===== config.mk =====
export PLATFORM = sky130hd
export DESIGN_NAME = gate_driver_supervisor
export DESIGN_NICKNAME = d
export VERILOG_FILES = /design/src/rtl/gate_supervisor_pkg.sv /design/src/rtl/filter_timer.sv /design/src/rtl/gate_driver_supervisor.sv
export SDC_FILE = /design/constraint.sdc
export NUM_CORES = 1
export LEC_CHECK = 0
export ABC_AREA = 1
export BUFFER_PORTS_ARGS = -buffer_cell sky130_fd_sc_hd__buf_4
export CORE_ASPECT_RATIO = 1.1
export CORE_MARGIN = 2
export CORE_UTILIZATION = 25
export CTS_CLUSTER_DIAMETER = 120
export DETAILED_ROUTE_END_ITERATION = 6
export MAX_ROUTING_LAYER = met4
export PLACE_DENSITY = 0.43
export RECOVER_POWER = 25
export SYNTH_ARGS = -nofsm -noshare
export SYNTH_HDL_FRONTEND = slang
export SYNTH_SLANG_ARGS = --single-unit

===== constraint.sdc =====
create_clock -name pclk -period 2.51 [get_ports pclk]
set_clock_uncertainty 0.2 [all_clocks]
set_input_delay 0.3765 -clock pclk [delete_from_list [all_inputs] [get_ports pclk]]
set_output_delay 0.3765 -clock pclk [all_outputs]
set_load 0.01 [all_outputs]

===== src/rtl/gate_supervisor_pkg.sv =====
package gate_supervisor_pkg;
	// Register byte offsets (32-bit aligned words)
	localparam logic [7:0] OFS_BRIDGE_CTRL = 8'h00;
	localparam logic [7:0] OFS_HEATER_CTRL = 8'h04;
	localparam logic [7:0] OFS_MIRROR_CTRL = 8'h08;
	localparam logic [7:0] OFS_TIMING = 8'h0c;
	localparam logic [7:0] OFS_STATUS = 8'h10;
	localparam logic [7:0] OFS_FLAG_CLEAR = 8'h14;
	// Bridge control fields
	localparam int BRG_ENABLE_BIT = 0;
	localparam int BRG_SEL_A_BIT = 1;
	localparam int BRG_SEL_B_BIT = 2;
	localparam int BRG_HIGH_TH_BIT = 3;
	localparam int BRG_SLOPE_BIT = 4;
	localparam int BRG_DIR_BIT = 5;
	localparam int BRG_XDLY_LSB = 8;
	localparam int BRG_DSTH_LSB = 12;
	// Heater control fields
	localparam int HTR_ON_BIT = 0;
	localparam int HTR_PULLUP_BIT = 1;
	localparam int HTR_TH_LSB = 4;
	// Mirror control fields
	localparam int MIR_EN_BIT = 0;
	localparam int MIR_HIGH_BIT = 1;
	localparam int MIR_FAST_BIT = 2;
	localparam int MIR_CODE_LSB = 8;
	// Status fields
	localparam int ST_DS_LSB = 0;
	localparam int ST_HTR_DS_BIT = 4;
	localparam int ST_HTR_OPEN_BIT = 5;
	localparam int ST_MIR_HIGH_BIT = 6;
	localparam int ST_MIR_LOW_BIT = 7;
	localparam int ST_RESLOW_BIT = 8;
	localparam int ST_OFFDIAG_BIT = 9;
	// Reset values
	localparam logic [31:0] RST_BRIDGE_CTRL = 32'h0000_0000;
	localparam logic [31:0] RST_TIMING = 32'h0000_0009;
	// Time base: 1 us tick at 10 MHz
	localparam int CLK_HZ = 10_000_000;
	localparam int TICK_US = 1;
	localparam int TICK_CYCLES = CLK_HZ / 1_000_000 * TICK_US;
	// Sink phase 32..64 us: pick 48 us in ticks
	localparam int SINK_MIN_US = 32;
	localparam int SINK_MAX_US = 64;
	localparam int SINK_TICKS = (SINK_MIN_US + SINK_MAX_US) / 2 / TICK_US;
	// Off-state open-load filter 2 ms
	localparam int OPEN_FILT_US = 2000;
	localparam int OPEN_FILT_TICKS = OPEN_FILT_US / TICK_US;
	// Mirror code span: 1.5 V full scale, 1.2 V clamp = 51/63
	localparam logic [5:0] MIRROR_CLAMP_CODE = 6'h33;
	typedef enum logic [1:0] {
		RL_IDLE,
		RL_SINK,
		RL_RESIST
	} reslow_state_t;
	typedef enum logic [1:0] {
		PW_ON,
		PW_HS_OFF,
		PW_LS_ON,
		PW_HS_WAIT
	} pwm_state_t;
endpackage


===== src/rtl/filter_timer.sv =====
`timescale 1ns/1ns
`default_nettype none
// Qualifies a level: out follows in only after in has stayed stable for limit + 1 ticks
module filter_timer #(
	parameter int CW = 12
) (
	input wire logic pclk,
	input wire logic presetn,
	input wire logic tick,
	input wire logic enable,
	input wire logic level_in,
	input wire logic [CW-1:0] limit,
	output logic level_out
);
	logic [CW-1:0] count_ff;
	logic cand_ff;

	always_ff @(posedge pclk or negedge presetn) begin
		if (!presetn) begin
			count_ff <= '0;
			cand_ff <= 1'b0;
			level_out <= 1'b0;
		end else if (!enable) begin
			count_ff <= '0;
			cand_ff <= 1'b0;
			level_out <= 1'b0;
		end else if (level_in != cand_ff) begin
			cand_ff <= level_in;
			count_ff <= '0;
		end else if (level_out != cand_ff && tick) begin
			if (count_ff >= limit) begin
				level_out <= cand_ff;
			end else begin
				count_ff <= count_ff + 1'b1;
			end
		end
	end
endmodule
`default_nettype wire


===== src/rtl/gate_driver_supervisor.sv =====
// Our own choices: the APB register port and the register addresses.
`timescale 1ns/1ns
`default_nettype none
module gate_driver_supervisor
	import gate_supervisor_pkg::*;
#(
	parameter int FILT_W = 12,
	parameter int OPEN_FILT = OPEN_FILT_TICKS
) (
	input wire logic pclk,
	input wire logic presetn,
	input wire logic psel,
	input wire logic penable,
	input wire logic pwrite,
	input wire logic [7:0] paddr,
	input wire logic [31:0] pwdata,
	output logic [31:0] prdata,
	output logic pready,
	output logic pslverr,
	input wire logic standby,
	input wire logic thermal_shutdown,
	input wire logic pump_low_fault,
	input wire logic serial_in_stuck,
	input wire logic bridge_pwm_in,
	input wire logic [3:0] ds_over,
	input wire logic [1:0] ds_below_sixth,
	input wire logic heater_ds_over,
	input wire logic heater_src_above,
	input wire logic mirror_above,
	input wire logic mirror_below,
	input wire logic mirror_near_target,
	input wire logic mirror_supply_switch,
	output logic [3:0] gate_on,
	output logic [3:0] gate_sink,
	output logic [3:0] gate_resistive,
	output logic gate_slope,
	output logic [2:0] bridge_ds_threshold,
	output logic heater_gate_on,
	output logic heater_resistive,
	output logic [1:0] heater_threshold_sel,
	output logic heater_pullup_en,
	output logic mirror_ctrl_en,
	output logic [5:0] mirror_dac_code,
	output logic mirror_fast_discharge
);
	// Gate index order: 0 high_a, 1 high_b, 2 low_a, 3 low_b
	logic [31:0] bridge_ctrl_ff, heater_ctrl_ff, mirror_ctrl_ff, timing_ff;
	logic [3:0] ds_flag_ff;
	logic heater_ds_flag_ff;
	logic tick_ff;
	logic [7:0] tick_cnt_ff;
	reslow_state_t rl_state_ff;
	logic [6:0] sink_cnt_ff;
	pwm_state_t pwm_state_ff;
	logic [3:0] xdly_cnt_ff;
	logic pwm_d_ff;
	logic [3:0] want_prev_ff;
	logic [3:0] ds_filt, diag_filt;
	logic heater_ds_filt, heater_open_filt, mir_high_filt, mir_low_filt;
	logic fail, offdiag, wr, rd, clr_wr;
	logic [3:0] want_gate;
	logic [1:0] diag_cmp;
	logic [31:0] status;
	logic [5:0] code_lim;

	function automatic logic [31:0] wmask(input logic [31:0] old, input logic [31:0] nw, input logic hit);
		wmask = hit ? nw : old;
	endfunction

	assign wr = psel && penable && pwrite;
	assign rd = psel && penable && !pwrite;
	assign clr_wr = wr && paddr == OFS_FLAG_CLEAR;
	assign fail = thermal_shutdown || pump_low_fault || serial_in_stuck;
	assign offdiag = bridge_ctrl_ff[BRG_ENABLE_BIT] && (bridge_ctrl_ff[BRG_SEL_A_BIT] || bridge_ctrl_ff[BRG_SEL_B_BIT]);

	always_ff @(posedge pclk or negedge presetn) begin
		if (!presetn) begin
			tick_cnt_ff <= 8'h00;
			tick_ff <= 1'b0;
		end else if (tick_cnt_ff >= timing_ff[7:0]) begin
			tick_cnt_ff <= 8'h00;
			tick_ff <= 1'b1;
		end else begin
			tick_cnt_ff <= tick_cnt_ff + 8'h01;
			tick_ff <= 1'b0;
		end
	end

	// APB slave, zero wait states
	always_ff @(posedge pclk or negedge presetn) begin
		if (!presetn) begin
			bridge_ctrl_ff <= RST_BRIDGE_CTRL;
			heater_ctrl_ff <= 32'h0000_0000;
			mirror_ctrl_ff <= 32'h0000_0000;
			timing_ff <= RST_TIMING;
		end else begin
			bridge_ctrl_ff <= wmask(bridge_ctrl_ff, pwdata, wr && paddr == OFS_BRIDGE_CTRL);
			heater_ctrl_ff <= wmask(heater_ctrl_ff, pwdata, wr && paddr == OFS_HEATER_CTRL);
			timing_ff <= wmask(timing_ff, pwdata, wr && paddr == OFS_TIMING);
			// supply switch off clears target code
			if (!mirror_supply_switch) begin
				mirror_ctrl_ff <= {mirror_ctrl_ff[31:14], 6'h00, mirror_ctrl_ff[7:0]};
			end else begin
				mirror_ctrl_ff <= wmask(mirror_ctrl_ff, pwdata, wr && paddr == OFS_MIRROR_CTRL);
			end
		end
	end

	always_comb begin
		status = 32'h0000_0000;
		status[ST_DS_LSB +: 4] = ds_flag_ff;
		status[ST_HTR_DS_BIT] = heater_ds_flag_ff;
		status[ST_HTR_OPEN_BIT] = heater_open_filt;
		status[ST_MIR_HIGH_BIT] = mir_high_filt;
		status[ST_MIR_LOW_BIT] = mir_low_filt;
		status[ST_RESLOW_BIT] = rl_state_ff != RL_IDLE;
		status[ST_OFFDIAG_BIT] = offdiag;
	end

	always_ff @(posedge pclk or negedge presetn) begin
		if (!presetn) begin
			prdata <= 32'h0000_0000;
			pready <= 1'b0;
			pslverr <= 1'b0;
		end else begin
			pready <= psel && !penable;
			pslverr <= psel && !penable && paddr > OFS_FLAG_CLEAR;
			if (psel && !penable && !pwrite) begin
				case (paddr)
					OFS_BRIDGE_CTRL: prdata <= bridge_ctrl_ff;
					OFS_HEATER_CTRL: prdata <= heater_ctrl_ff;
					OFS_MIRROR_CTRL: prdata <= mirror_ctrl_ff;
					OFS_TIMING: prdata <= timing_ff;
					OFS_STATUS: prdata <= status;
					default: prdata <= 32'h0000_0000;
				endcase
			end
		end
	end

	// resistive-low sequencer: failure from idle goes through sink first
	always_ff @(posedge pclk or negedge presetn) begin
		if (!presetn) begin
			rl_state_ff <= RL_RESIST;
			sink_cnt_ff <= 7'h00;
		end else begin
			case (rl_state_ff)
				RL_IDLE: begin
					sink_cnt_ff <= 7'h00;
					if (fail) begin
						rl_state_ff <= RL_SINK;
					end else if (standby || offdiag) begin
						rl_state_ff <= RL_RESIST;
					end
				end
				RL_SINK: begin
					if (tick_ff) begin
						sink_cnt_ff <= sink_cnt_ff + 7'h01;
					end
					if (tick_ff && sink_cnt_ff >= 7'(SINK_TICKS - 1)) begin
						rl_state_ff <= RL_RESIST;
					end
				end
				RL_RESIST: begin
					if (!fail && !standby && !offdiag) begin
						rl_state_ff <= RL_IDLE;
					end
				end
				default: rl_state_ff <= RL_RESIST;
			endcase
		end
	end

	always_ff @(posedge pclk or negedge presetn) begin
		if (!presetn) begin
			pwm_state_ff <= PW_ON;
			xdly_cnt_ff <= 4'h0;
			pwm_d_ff <= 1'b0;
		end else begin
			pwm_d_ff <= bridge_pwm_in;
			if (tick_ff && xdly_cnt_ff != 4'h0) begin
				xdly_cnt_ff <= xdly_cnt_ff - 4'h1;
			end
			case (pwm_state_ff)
				PW_ON: begin
					if (!bridge_pwm_in) begin
						pwm_state_ff <= PW_HS_OFF;
						xdly_cnt_ff <= bridge_ctrl_ff[BRG_XDLY_LSB +: 4];
					end
				end
				PW_HS_OFF: begin
					if (bridge_pwm_in && !pwm_d_ff) begin
						pwm_state_ff <= PW_HS_WAIT;
						xdly_cnt_ff <= bridge_ctrl_ff[BRG_XDLY_LSB +: 4];
					end else if (xdly_cnt_ff == 4'h0) begin
						pwm_state_ff <= PW_LS_ON;
						xdly_cnt_ff <= bridge_ctrl_ff[BRG_XDLY_LSB +: 4];
					end
				end
				PW_LS_ON: begin
					if (bridge_pwm_in && !pwm_d_ff) begin
						pwm_state_ff <= PW_HS_WAIT;
						xdly_cnt_ff <= bridge_ctrl_ff[BRG_XDLY_LSB +: 4];
					end
				end
				PW_HS_WAIT: begin
					if (xdly_cnt_ff == 4'h0) begin
						pwm_state_ff <= PW_ON;
					end
				end
				default: pwm_state_ff <= PW_ON;
			endcase
		end
	end

	// Requested gates: direction picks diagonal; PWM gates the high side
	always_comb begin
		want_gate = 4'h0;
		if (bridge_ctrl_ff[BRG_ENABLE_BIT] && !offdiag && rl_state_ff == RL_IDLE) begin
			want_gate[bridge_ctrl_ff[BRG_DIR_BIT] ? 1 : 0] = pwm_state_ff == PW_ON;
			// Diagonal low side stays on; the other low side freewheels while high is locked off
			want_gate[bridge_ctrl_ff[BRG_DIR_BIT] ? 2 : 3] = 1'b1;
			want_gate[bridge_ctrl_ff[BRG_DIR_BIT] ? 3 : 2] = pwm_state_ff == PW_LS_ON;
		end
		want_gate = want_gate & ~ds_flag_ff;
	end

	// per-gate cross-conduction delay from switch-on request
	generate
		for (genvar g = 0; g < 4; g++) begin : g_gate
			logic [3:0] ccp_ff;
			always_ff @(posedge pclk or negedge presetn) begin
				if (!presetn) begin
					ccp_ff <= 4'h0;
					want_prev_ff[g] <= 1'b0;
					gate_on[g] <= 1'b0;
				end else begin
					want_prev_ff[g] <= want_gate[g];
					if (!want_gate[g]) begin
						gate_on[g] <= 1'b0;
					end else if (!want_prev_ff[g]) begin
						ccp_ff <= bridge_ctrl_ff[BRG_XDLY_LSB +: 4];
						gate_on[g] <= bridge_ctrl_ff[BRG_XDLY_LSB +: 4] == 4'h0;
					end else if (ccp_ff == 4'h0) begin
						gate_on[g] <= 1'b1;
					end else if (tick_ff) begin
						ccp_ff <= ccp_ff - 4'h1;
					end
				end
			end
			// on-state monitor only while driver is on
			filter_timer #(.CW(FILT_W)) u_ds_filt (
				.pclk(pclk),
				.presetn(presetn),
				.tick(tick_ff),
				.enable(gate_on[g]),
				.level_in(ds_over[g]),
				.limit(FILT_W'(timing_ff[19:16])),
				.level_out(ds_filt[g])
			);
		end
	endgenerate

	// high-threshold inverts both comparators; below one sixth
	assign diag_cmp = bridge_ctrl_ff[BRG_HIGH_TH_BIT] ? ~ds_below_sixth : ds_below_sixth;
	generate
		for (genvar d = 0; d < 2; d++) begin : g_diag
			filter_timer #(.CW(FILT_W)) u_diag_filt (
				.pclk(pclk),
				.presetn(presetn),
				.tick(tick_ff),
				.enable(offdiag),
				.level_in(diag_cmp[d]),
				.limit(FILT_W'(OPEN_FILT)),
				.level_out(diag_filt[d])
			);
		end
	endgenerate
	assign diag_filt[3:2] = 2'b00;

	// flag set on qualified overdrop; set wins over clear
	always_ff @(posedge pclk or negedge presetn) begin
		if (!presetn) begin
			ds_flag_ff <= 4'h0;
		end else if (offdiag) begin
			// high-side flags held zero in off-state diagnosis
			ds_flag_ff <= {diag_filt[1:0] | (ds_flag_ff[3:2] & ~(clr_wr ? pwdata[3:2] : 2'b00)), 2'b00};
		end else begin
			ds_flag_ff <= ds_filt | (ds_flag_ff & ~(clr_wr ? pwdata[3:0] : 4'h0));
		end
	end

	// heater short trip, cleared by software
	always_ff @(posedge pclk or negedge presetn) begin
		if (!presetn) begin
			heater_ds_flag_ff <= 1'b0;
		end else begin
			heater_ds_flag_ff <= heater_ds_filt || (heater_ds_flag_ff && !(clr_wr && pwdata[ST_HTR_DS_BIT]));
		end
	end

	filter_timer #(.CW(FILT_W)) u_heat_ds (
		.pclk(pclk),
		.presetn(presetn),
		.tick(tick_ff),
		.enable(heater_gate_on),
		.level_in(heater_ds_over),
		.limit(FILT_W'(timing_ff[19:16])),
		.level_out(heater_ds_filt)
	);
	// open-load only with pull-up and gate off
	filter_timer #(.CW(FILT_W)) u_heat_ol (
		.pclk(pclk),
		.presetn(presetn),
		.tick(tick_ff),
		.enable(heater_ctrl_ff[HTR_PULLUP_BIT] && !heater_gate_on),
		.level_in(heater_src_above),
		.limit(FILT_W'(OPEN_FILT)),
		.level_out(heater_open_filt)
	);
	// unlatched mirror status after stable filter
	filter_timer #(.CW(FILT_W)) u_mir_hi (
		.pclk(pclk),
		.presetn(presetn),
		.tick(tick_ff),
		.enable(mirror_ctrl_ff[MIR_EN_BIT]),
		.level_in(mirror_above),
		.limit(FILT_W'(timing_ff[27:24])),
		.level_out(mir_high_filt)
	);
	filter_timer #(.CW(FILT_W)) u_mir_lo (
		.pclk(pclk),
		.presetn(presetn),
		.tick(tick_ff),
		.enable(mirror_ctrl_ff[MIR_EN_BIT]),
		.level_in(mirror_below),
		.limit(FILT_W'(timing_ff[27:24])),
		.level_out(mir_low_filt)
	);

	// clamp in low range keeps resolution
	assign code_lim = (!mirror_ctrl_ff[MIR_HIGH_BIT] && mirror_ctrl_ff[MIR_CODE_LSB +: 6] > MIRROR_CLAMP_CODE) ?
		MIRROR_CLAMP_CODE : mirror_ctrl_ff[MIR_CODE_LSB +: 6];

	always_ff @(posedge pclk or negedge presetn) begin
		if (!presetn) begin
			gate_sink <= 4'h0;
			gate_resistive <= 4'hf;
			gate_slope <= 1'b0;
			bridge_ds_threshold <= 3'h0;
			heater_gate_on <= 1'b0;
			heater_resistive <= 1'b1;
			heater_threshold_sel <= 2'h0;
			heater_pullup_en <= 1'b0;
			mirror_ctrl_en <= 1'b0;
			mirror_dac_code <= 6'h00;
			mirror_fast_discharge <= 1'b0;
		end else begin
			// sink then resistive on all bridge gates
			gate_sink <= {4{rl_state_ff == RL_SINK}};
			gate_resistive <= {4{rl_state_ff == RL_RESIST}};
			gate_slope <= bridge_ctrl_ff[BRG_SLOPE_BIT];
			bridge_ds_threshold <= bridge_ctrl_ff[BRG_DSTH_LSB +: 3];
			// heater bit; thermal shutdown forces resistive low
			heater_gate_on <= heater_ctrl_ff[HTR_ON_BIT] && !heater_ds_flag_ff && !heater_ds_filt && !thermal_shutdown;
			heater_resistive <= thermal_shutdown || standby;
			heater_threshold_sel <= heater_ctrl_ff[HTR_TH_LSB +: 2];
			heater_pullup_en <= heater_ctrl_ff[HTR_PULLUP_BIT];
			mirror_ctrl_en <= mirror_ctrl_ff[MIR_EN_BIT];
			mirror_dac_code <= mirror_ctrl_ff[MIR_EN_BIT] ? code_lim : 6'h00;
			mirror_fast_discharge <= mirror_ctrl_ff[MIR_FAST_BIT] && !mirror_near_target;
		end
	end

endmodule
`default_nettype wire


After elaboration in Yosys (flattened, before gate mapping). Cells that the tools add are included.

Add/subtract/negate cells: 17. Order comparisons: 20. Equality and inequality tests: 111. Multiplexer cells: 165. Bitwise operators: 11. Reductions and logical operators: 98.

Operators with widths (number): 2-to-1 mux 12 bit (40); case mux 32 bit (5 select lines) (1); adder 12 x 1 -> 12 bit (second input constant) (10); >= comparator 12 x 4 -> 1 bit (7); 2-to-1 mux 4 bit (20); 2-to-1 mux 1 bit (79); inequality test 2 bit (second input constant) (30); inequality test 2 x 1 -> 1 bit (second input constant) (25); AND reduction 3 bit (15); logical AND 1 bit (39); >= comparator 12 x 11 -> 1 bit (second input constant) (3); inequality test 3 x 2 -> 1 bit (second input constant) (12); 2-to-1 mux 14 bit (2); zero test 4 bit (6); inequality test 3 x 1 -> 1 bit (second input constant) (8); AND reduction 2 bit (12); 2-to-1 mux 2 bit (11); inequality test 1 bit (20); subtractor 4 x 1 -> 4 bit (second input constant) (5); inequality test 3 bit (second input constant) (6); == test 8 x 4 -> 1 bit (second input constant) (2); == test 8 x 5 -> 1 bit (second input constant) (2); case mux 7 bit (2 select lines) (1); zero test 1 bit (13); 33 further kinds (53).

Register bits: 375. Input port bits: 62. Output and inout port bits: 63. Logic and storage cells: 492.

Longest topological paths before layout. Gate-level depths: netlist (run 1).

Depth after elaboration: 11. Mapped depth: 13. Depth with buffers taken out: 13.

Modules after synthesis. From an unflattened synthesis (run 1), not the netlist that was laid out.

Cell total of the unflattened synthesis: 3360. Area, all modules: 24232.0 um^2.

By module, submodules not included: filter_timer (instances 10, cells an instance 206, area an instance 1332.5 um^2, sequential area each 350.3 um^2); gate_driver_supervisor (instances 1, cells an instance 1300, area an instance 10906.7 um^2, sequential area each 5886.9 um^2).

Worst setup path after synthesis (run 1). No wires, ideal clock.

Kind: register to register. From: register timing_ff[19]. To: register u_heat_ds.count_ff[2]. Library setup time: 0.066 ns. Data arrival time: 1.540 ns. Required time: 2.244 ns. Setup slack: 0.704 ns. Cell stages (with the launch flop): 10. Period minus slack after synthesis: 1.806 ns. Cells stage by stage: dfrtp_1 > inv_1 > ha_1 > a21oi_1 > nand2_1 > nor2_1 > nand3_1 > nand2_1 > nand2_1 > nand2_1.

Word-level cells in the longest chain between the ends: 3.

Ends and longest elaborated chain: start: declaration (RTL line gate_driver_supervisor.sv:47) `logic [31:0] bridge_ctrl_ff, heater_ctrl_ff, mirror_ctrl_ff, timing_ff;`; start signal: assignment (RTL line gate_driver_supervisor.sv:99) `timing_ff <= wmask(timing_ff, pwdata, wr && paddr == OFS_TIMING);`; >= comparator 12 x 4 -> 1 bit (RTL line filter_timer.sv:31) `if (count_ff >= limit) begin`; inequality test 3 x 2 -> 1 bit (no line); AND reduction 2 bit (no line); end signal: assignment (RTL line filter_timer.sv:34) `count_ff <= count_ff + 1'b1;`; end: declaration (RTL line filter_timer.sv:15) `logic [CW-1:0] count_ff;`.

No other way between the ends. A chain may end at the register's enable or synchronous reset.

Worst setup path in the final report (run 1).
From: register timing_ff[17]. To: register g_gate[3].u_ds_filt.count_ff[4].

Word-level cells in the longest chain between the ends: 3.

Ends and longest elaborated chain (RTL line): >= comparator 12 x 4 -> 1 bit (filter_timer.sv:31); inequality test 3 x 2 -> 1 bit (no line); AND reduction 2 bit (no line); end signal: assignment (filter_timer.sv:34); end: declaration (filter_timer.sv:15).

No other way between the ends.

==> results.cfg, run 1 <==
[outcome]
outcome = finished clean

[critical_path]
r2r_start = timing_ff[17]
path_class = flop to flop
worstPathCellList = inv_1, ha_1, nand2_1, nand2_1, nand2_1, nand2_1, nor2_1, nand3_1, nand2_1, nand2_1, nand2_1
crit_top_cell = nand2_1
critPathLaunchType = flop
worst_path_largest_cell_delay_ns = 0.38
rrSetupSlack_ns = 0.27
cp_slowest_cell = dfrtp_1
critPathArrivalTime_ns = 2.57
end_kind = flop
reg2regPathDepth = 11
path_max_fanout = 7
r2r_end = g_gate[3].u_ds_filt.count_ff[4]
required_ns = 2.84

[grt]
track_usage_pct = 14.8
grt_pass1_wl_mm = 87.8
grt_start_max_net_pins = 87
overflow = 0
antenna_found_initial = 4
grt_pass1_vias = 16200

[drt]
drt_iter0_drc = 972
drtPass1Iterations = 7
via_per_inst = 4.46
ant_nets = 0
drc_errors = 0
avgRoutedWirePerCell_um = 15.1
num_vias = 16000
wirelength_mm = 54.4

[cells_and_area]
multiInputGateArea_sq_mm = 0.00780
syn2layout_area_growth_pct = 22.7
fin_nets = 2721
final_cell_mix = nand2_1 (703), dfrtp_1 (370), inv_1 (312), nor2_1 (264), nand3_1 (198)
design_area_sq_mm = 0.0229
final_common_cell = nand2_1
seqCellArea_sq_mm = 0.00939
num-fill-cells = 7827
final_layout_size_suffix_gt1_share_pct = 9.61

[floorplan]
die-width_um = 265
num_io_pins = 125
core_sq_mm = 0.0742
die_y_um = 291
die-area_sq_mm = 0.0769
initial_core_util_pct = 25.2
fp-row-count = 105

[worst_hold_path]
min_to = rl_state_ff[1]
hp-start = pump_low_fault
worstHoldPathCells = 5
hold_path.class = primary input to flop

[synth]
syn-num-nets = 2522
synth_cell_types = 40
synthArstFlopShare_pct = 100
synthFlopType = dfrtp_1
yosysTopAreaCellShare_pct = 49.6
synth.area.top_cells = dfrtp_1 (50%), nand2_1 (14%), inv_1 (6.3%), nor2_1 (5.3%), nand3_1 (5.3%)
synth_edf_count = 0
synth_top_area_cell = dfrtp_1
syn_area_sq_mm = 0.0187
syn_inst = 2400
synth-seq-cells = 375
synth.avg_cell_area_sq_um = 7.78
ys_seq_area_share_pct = 50.3
yosys_warnings = 0

[sta]
finalHoldViolCount = 0
finalSetupViolCount = 0
setup_ws_ns = 0.272
setup_tns_ns = 0
relSlewSlack_pct = 28.9
rsz0062_at_grt = false
min_period_over_period_pct = 89.2
finalCriticalPeriod_ns = 2.24
worst_pin_slew_ns = 1.07
max_freq_ghz = 0.447
report.final.slew_viol_count = 0

[clocking]
htreeDepth = 2
clkSlewWorstSetupHoldPaths_ns = 0.06
cts_hold_buf = 55
clkLatencyLatePin_ns = 0.61
cts_resized = 0
numClockSinks = 375
clockBufferDepth = 3
cts_tree = built
post-cts-setup-buffers = 0
cts-root-buf = clkbuf_16
numCtsBuffers = 47

[placed_design]
dp_slack_ns = 0.296
dp_hpwl_mm = 38.0
place_area_sq_mm = 0.0209
gp_congestion = 0.843
portBuffers = 124

[pwr]
power_density_mw_per_mm2 = 593
p_leak_nw = 11.4
vdd_drop_max_uv = 440
total_power_mw = 13.6

[job]
drv_cap = 0
[layout make-up]
| cell class | instances | area share (%) |
|---|---|---|
| Clock inverter | 7 | 0.355 |
| Timing Repair Buffer | 216 | 8.05 |
| Multi-Input combinational cell | 1644 | 34.0 |
| Clock buffer | 76 | 6.13 |
| Inverter | 315 | 5.16 |
| Antenna cell | 4 | 0.0437 |
| Tap cell | 963 | 5.26 |
| Sequential cell | 375 | 41.0 |
[synthesized netlist by cell type (4+ instances only)]
cell,number
nor2_1,266
nor3_1,36
a31o_2,4
dfstp_2,5
a31oi_1,6
xor2_1,27
o21ai_0,174
nand2_2,5
nand2_1,703
nand4_1,55
or2_2,8
ha_1,60
nand3_1,198
o22ai_1,4
buf_2,20
a21oi_1,52
dfrtp_1,370
o21ai_1,8
nor2_2,5
nor4_1,7
inv_1,313
buf_4,10
a211oi_1,4
a21boi_0,8
clkbuf_1,34
[layer usage]
layer | up-vias | wire length [um] | global-route usage [%]
li1 | 8025 | - | -
met1 | 7594 | 24800 | 18.6
met2 | 311 | 25100 | 23.6
met3 | 108 | 2590 | 2.55
met4 | 0 | 1940 | 5.83
met5 | - | 0 | -
[worst max path at each step]
stage / endpoint / start / slack [ns]
after floorplan: u_heat_ds.count_ff[2] / timing_ff[19] / 0.70
after global placement: u_mir_lo.count_ff[0] / timing_ff[27] / 0.39
after detailed placement: g_gate[3].u_ds_filt.count_ff[2] / timing_ff[17] / 0.30
after CTS: g_gate[3].u_ds_filt.count_ff[4] / timing_ff[17] / 0.27
after global routing: u_heat_ds.count_ff[3] / timing_ff[17] / 0.07
final: g_gate[3].u_ds_filt.count_ff[4] / timing_ff[17] / 0.27
[logic make-up (layout without fill, tap and decap cells)]
group | count (synthesis) | after routing | synth area share [%]
AOI/OAI and AO/OA | 266 | 266 | 7.53
xor gates and xnor gates | 29 | 29 | 1.36
adders and majority gates | 60 | 60 | 4.02
buffers and inverters | 381 | 614 | 8.03
DFF | 375 | 375 | 50.3
muxes | 1 | 1 | 0.0536
other | 0 | 4 | 0
and+or+nand+nor | 1288 | 1288 | 28.7
[worst max-delay path: cells and delay by family, from the launching register on]
kind	cells	cell delay, ns
AND/OR/NAND/NOR	9	1.02
flip-flops	1	0.38
adder cells (fa/ha/maj)	1	0.31
buffers and inverters	1	0.26
[state kept, by name, summed over array words and instances (netlist names), 16 cells and up]
register	cells
prdata	32
mirror_ctrl_ff	32
g_gate.u_ds_filt.count_ff	48
bridge_ctrl_ff	32
timing_ff	32
g_gate.ccp_ff	16
g_diag.u_diag_filt.count_ff	24
heater_ctrl_ff	32
[stage by stage]
stage                     cells  hold WS, ns  util [%]
final                      3600       0.0450      30.9
after global routing       3600       0.0478      30.9
after CTS                  3596       0.0116      30.9
after detailed placement   3458       0.0990      28.2
after global placement     3458       0.0962      28.2
after floorplan            2400       -0.119         -
[where the power goes]
group | internal [mW] | total [mW] | switching (mW)
Sequential | 6.12 | 6.19 | 0.0669
Clock | 3.82 | 6.59 | 2.76
Combinational | 0.301 | 0.815 | 0.513
Note: power is estimated with default switching activity, not from simulation.
==> inputs of run 2 (changes only) <==
--- a/config.mk
+++ b/config.mk
@@ -12,6 +12,7 @@
 export CORE_UTILIZATION = 25
 export CTS_CLUSTER_DIAMETER = 120
 export DETAILED_ROUTE_END_ITERATION = 6
+export HOLD_SLACK_MARGIN = 0.12
 export MAX_ROUTING_LAYER = met4
 export PLACE_DENSITY = 0.43
 export RECOVER_POWER = 25
==> run 2 against run 1 <==
  * Critical path depth unchanged
  * Clock-buffer cell count unchanged
  * Largest power group unchanged
  * Total power about the same
==> results.cfg, run 2 (same netlist as run 1, synthesis figures left out) <==
[outcome]
outcome = finished clean

[drt]
drtPass1Iterations = 5
drt_iter0_drc = 923
drc_errors = 0
via_per_inst = 4.45
avgRoutedWirePerCell_um = 15.1
ant_nets = 0
wirelength_mm = 54.6
num_vias = 16000

[clocking]
htreeDepth = 2
cts-root-buf = clkbuf_16
numCtsBuffers = 47
clkLatencyLatePin_ns = 0.61
numClockSinks = 375
clockBufferDepth = 3
clkSlewWorstSetupHoldPaths_ns = 0.06
cts_tree = built
post-cts-setup-buffers = 0

[critical_path]
critPathArrivalTime_ns = 2.64
cp_top_family = buffers and inverters
crit_top_cell = nand2_1
path_class = primary input to flop
critPathLaunchType = primary input
rrSetupSlack_ns = 0.28
cp_slowest_cell = dlygate4sd3_1
worstPathCellList = dlygate4sd3_1, buf_4, nor2_1, nand2_1, inv_4, nand3_1, nand2_1, inv_1, nand2_1, o21ai_1, dlygate4sd3_1
path_max_fanout = 13
worst_path_largest_cell_delay_ns = 0.55
end_kind = flop
required_ns = 2.80
crit_buf_inv = 5

[cells_and_area]
num-fill-cells = 7831
syn2layout_area_growth_pct = 22.9
fin_nets = 2724
final_cell_mix = nand2_1 (703), dfrtp_1 (370), inv_1 (312), nor2_1 (264), nand3_1 (198)
final_common_cell = nand2_1
design_area_sq_mm = 0.0229
fin_util_pct = 30.9
final_layout_size_suffix_gt1_share_pct = 9.64
top_register = g_gate.u_ds_filt.count_ff
largest_reg_flops = 48

[pwr]
power_density_mw_per_mm2 = 592
vdd_drop_max_uv = 439
total_power_mw = 13.6
p_leak_nw = 11.4

[sta]
setup_tns_ns = 0
report.final.slew_viol_count = 0
min_period_over_period_pct = 93.8
rsz0062_at_grt = false
finalCriticalPeriod_ns = 2.35
relSlewSlack_pct = 15.8
finalSetupViolCount = 0
finalHoldViolCount = 0
worst_pin_slew_ns = 1.26
fin_hold_ws_ns = 0.208
max_freq_ghz = 0.425

[placed_design]
dp_hpwl_mm = 38.0
portBuffers = 124
gp_congestion = 0.843
place_area_sq_mm = 0.0209

[job]
drv_cap = 0

[grt]
use_met1_pct = 18.6
grt_pass1_wl_mm = 88.1
antenna_found_initial = 4
grt_use_met2_pct = 23.7
gr-max-usage-layer = met2
overflow = 0
track_usage_pct = 14.8
met3_usage_pct = 2.58
grt_start_max_net_pins = 87
grt_pass1_vias = 16200

[floorplan]
initial_core_util_pct = 25.2
core_sq_mm = 0.0742
die_y_um = 291
num_io_pins = 125
die-width_um = 265
fp-row-count = 105
die-area_sq_mm = 0.0769

[worst_hold_path]
hold_path.class = flop to flop
-- run 2: final cells by class --
class	instances	area [sq um]	share of cell area, %
multi-input cells	1644	7800	34.0
inverters	315	1180	5.16
clock inverters	7	81.3	0.354
flip-flops and latches	375	9390	40.9
clock buffers	76	1410	6.12
repair buffers	219	1880	8.17
diodes	4	10.0	0.0436
well taps	963	1200	5.25
-- run 2: final timing paths --
| check | startpoint | to | cells after the start |
|---|---|---|---|
| worst min register to register | bridge_ctrl_ff[14] | bridge_ds_threshold[2] | 0 |
| max in group asynchronous | presetn | g_gate[3].ccp_ff[0] | 3 |
| worst max-delay path | paddr[4] | mirror_ctrl_ff[12] | 11 |
| worst max register to register | timing_ff[17] | g_gate[3].u_ds_filt.count_ff[2] | 11 |
| worst min-delay path | bridge_ctrl_ff[14] | bridge_ds_threshold[2] | 0 |
| min in group asynchronous | presetn | heater_ctrl_ff[8] | 3 |
-- run 2: routing by layer --
metal | vias to the layer above | part of all wire (%) | wire, um
met5 | - | 0 | 0
met3 | 112 | 4.7 | 2580
met4 | 0 | 3.7 | 2000
met1 | 7605 | 46 | 24800
met2 | 302 | 46 | 25100
li1 | 8030 | - | -
-- run 2: through the flow --
step	worst slack (ns)	cells
after floorplan	0.704	2400
after global placement	0.388	3458
after detailed placement	0.296	3458
after CTS	0.0992	3599
after global routing	0.00319	3603
final	0.157	3603
-- run 2: what timing repair did --
action                     in CTS  in global routing
hold endpoints to repair      534                  0
resized for setup               0                  1
setup endpoints to repair       0                  1
hold buffers                   58                  0
-- run 2: worst reg2reg max path, cell delays in order, from the launching register on --
cell	delay, ns
dfrtp_1	0.38
inv_1	0.26
ha_1	0.31
nand2_1	0.08
nand2_1	0.05
nand2_1	0.05
nand2_1	0.07
nor2_1	0.15
nand3_1	0.20
nand2_1	0.27
nand2_1	0.09
nand2_1	0.06
-- run 2: power breakdown --
group,total (mW),switching (mW),internal (mW)
sequential,6.19,0.0670,6.12
clock,6.58,2.76,3.82
combinational,0.819,0.516,0.303
total,13.6,3.34,10.3
==> inputs of run 3 (changes only) <==
==> constraint.sdc (replaced) <==
create_clock -name pclk -period 2.9 [get_ports pclk]
set_clock_uncertainty 0.2 [all_clocks]
set_input_delay 0.435 -clock pclk [delete_from_list [all_inputs] [get_ports pclk]]
set_output_delay 0.435 -clock pclk [all_outputs]
set_load 0.01 [all_outputs]
==> run 3 against run 2 <==
  * The flow now finishes with violations (max-capacitance violations, max-slew violations)
  * Cell count unchanged
  * Critical path depth decreased by 8
  * Register-to-register slack improved by 0.36 ns
  * Utilization increased by 0.057 points
  * Cell area increased by 0.19%
  * Worst hold slack improved by 0.0012 ns
  * Global-route usage decreased by 0.26 points
  * Combinational power decreased by 14%
  * Clock-buffer cell count decreased by 8
  * Total power decreased by 11%
  * Sequential power decreased by 14%
  * Largest power group unchanged
  * Highest routed layer unchanged
==> results.cfg, run 3 (same netlist as run 1, synthesis figures left out) <==
[clocking]
clkLatencyLatePin_ns = 0.62
cts_tree = built
clkSlewWorstSetupHoldPaths_ns = 0.06
cts_resized = 0
clockBufferDepth = 3
cts-root-buf = clkbuf_16
numClockSinks = 375
htreeDepth = 2
numCtsBuffers = 46
post-cts-setup-buffers = 0

[drt]
drt_iter0_drc = 833
drtPass1Iterations = 6
via_per_inst = 4.40
drc_errors = 0
num_vias = 15900
ant_nets = 0
avgRoutedWirePerCell_um = 14.9
wirelength_mm = 53.8

[sta]
worst_pin_slew_ns = 1.84
setup_tns_ns = 0
max_freq_ghz = 0.425
finalCriticalPeriod_ns = 2.35
rsz0062_at_grt = false
report.final.slew_viol_count = 53
min_period_over_period_pct = 81.1
fin_hold_ws_ns = 0.209
finalSetupViolCount = 0
relSlewSlack_pct = -22.9
finalHoldViolCount = 0

[floorplan]
die_y_um = 291
initial_core_util_pct = 25.2
num_io_pins = 125
fp-row-count = 105
core_sq_mm = 0.0742
die-area_sq_mm = 0.0769
die-width_um = 265

[cells_and_area]
largest_reg_flops = 48
final_cell_mix = nand2_1 (703), dfrtp_1 (370), inv_1 (312), nor2_1 (264), nand3_1 (198)
final_layout_size_suffix_gt1_share_pct = 9.83
top_register = g_gate.u_ds_filt.count_ff
num-fill-cells = 7855
fin_nets = 2719
syn2layout_area_growth_pct = 23.1
design_area_sq_mm = 0.0230
final_common_cell = nand2_1

[job]
drv_cap = 1

[grt]
grt_pass1_vias = 16000
antenna_found_initial = 4
grt_pass1_wl_mm = 87.0
overflow = 0
track_usage_pct = 14.6
grt_start_max_net_pins = 69

[critical_path]
path_class = primary input to async pin
critPathLaunchType = primary input
critPathArrivalTime_ns = 2.87
required_ns = 3.42
rrSetupSlack_ns = 0.64
end_kind = async pin
path_max_fanout = 57

[placed_design]
dp_hpwl_mm = 38.5
portBuffers = 124
place_area_sq_mm = 0.0208
gp_congestion = 0.823

[outcome]
violations = max-capacitance violations, max-slew violations
outcome = finished with violations

[pwr]
power_density_mw_per_mm2 = 528
p_leak_nw = 11.5
vdd_drop_max_uv = 387

[worst_hold_path]
hold_path.class = flop to flop
## run 3: cell types whose count changed in the layout (fill, tap and decap cells not counted), sizes merged
| cell | before | now |
|---|---|---|
| inv | 314 | 315 |
| clkinvlp | 1 | 3 |
| bufinv | 0 | 4 |
| clkinv | 7 | 11 |
| buf | 153 | 150 |
| clkbuf | 85 | 77 |
| dlygate4sd3 | 57 | 56 |
| diode | 4 | 5 |
## run 3: layout make-up
type                       count  area [sq um]  area share [%]
multi-input combinational   1644          7800            33.9
timing repair buffer         215          1780            7.76
tap                          963          1200            5.24
inverter                     315          1180            5.14
antenna                        5          12.5          0.0544
clock buffer                  68          1350            5.89
sequential                   375          9390            40.8
clock inverter                18           267            1.16
## run 3: stage by stage
stage	power, mW	util [%]	instances	setup slack, ns
floorplan	5.73	-	2400	1.09
global placement	6.10	28.1	3456	0.569
detailed placement	6.11	28.1	3456	0.530
CTS	12.4	31.0	3598	0.605
global route	12.7	31.0	3602	0.265
finish	12.1	31.0	3603	0.548
## run 3: path summary, 6_finish.rpt
path                                    startpoint                      to  cells after the start
worst max-delay path                       presetn            timing_ff[3]                      3
worst min-delay path            bridge_ctrl_ff[13]  bridge_ds_threshold[1]                      0
worst max register to register       timing_ff[17]   u_heat_ds.count_ff[2]                     11
worst min register to register  bridge_ctrl_ff[13]  bridge_ds_threshold[1]                      0
max in group pclk                    timing_ff[17]   u_heat_ds.count_ff[2]                     11
min in group asynchronous                  presetn       bridge_ctrl_ff[2]                      2
## run 3: repair_timing
action,CTS,global route
endpoints found under the setup margin,0,0
hold buffers,56,0
endpoints found under the hold margin,495,0
## run 3: power by group
| group | leakage, nW | internal, mW | total [mW] | switching (mW) |
|---|---|---|---|---|
| sequential | 5.09 | 5.30 | 5.35 | 0.0539 |
| clock | 0.786 | 3.63 | 6.09 | 2.46 |
| combinational | 5.58 | 0.261 | 0.704 | 0.443 |
## run 3: worst max-delay path, cell delays in order
cell and delay [ns]:
dlygate4sd3_1 0.55, clkbuf_2 1.28, buf_4 0.51
## run 3: per-layer routing
metal	up-vias	track usage [%]	part of all wire [%]
li1	8042	-	-
met4	0	4.42	2.8
met1	7494	18.1	45
met2	229	24.0	47
met3	93	2.85	4.4
met5	-	-	0
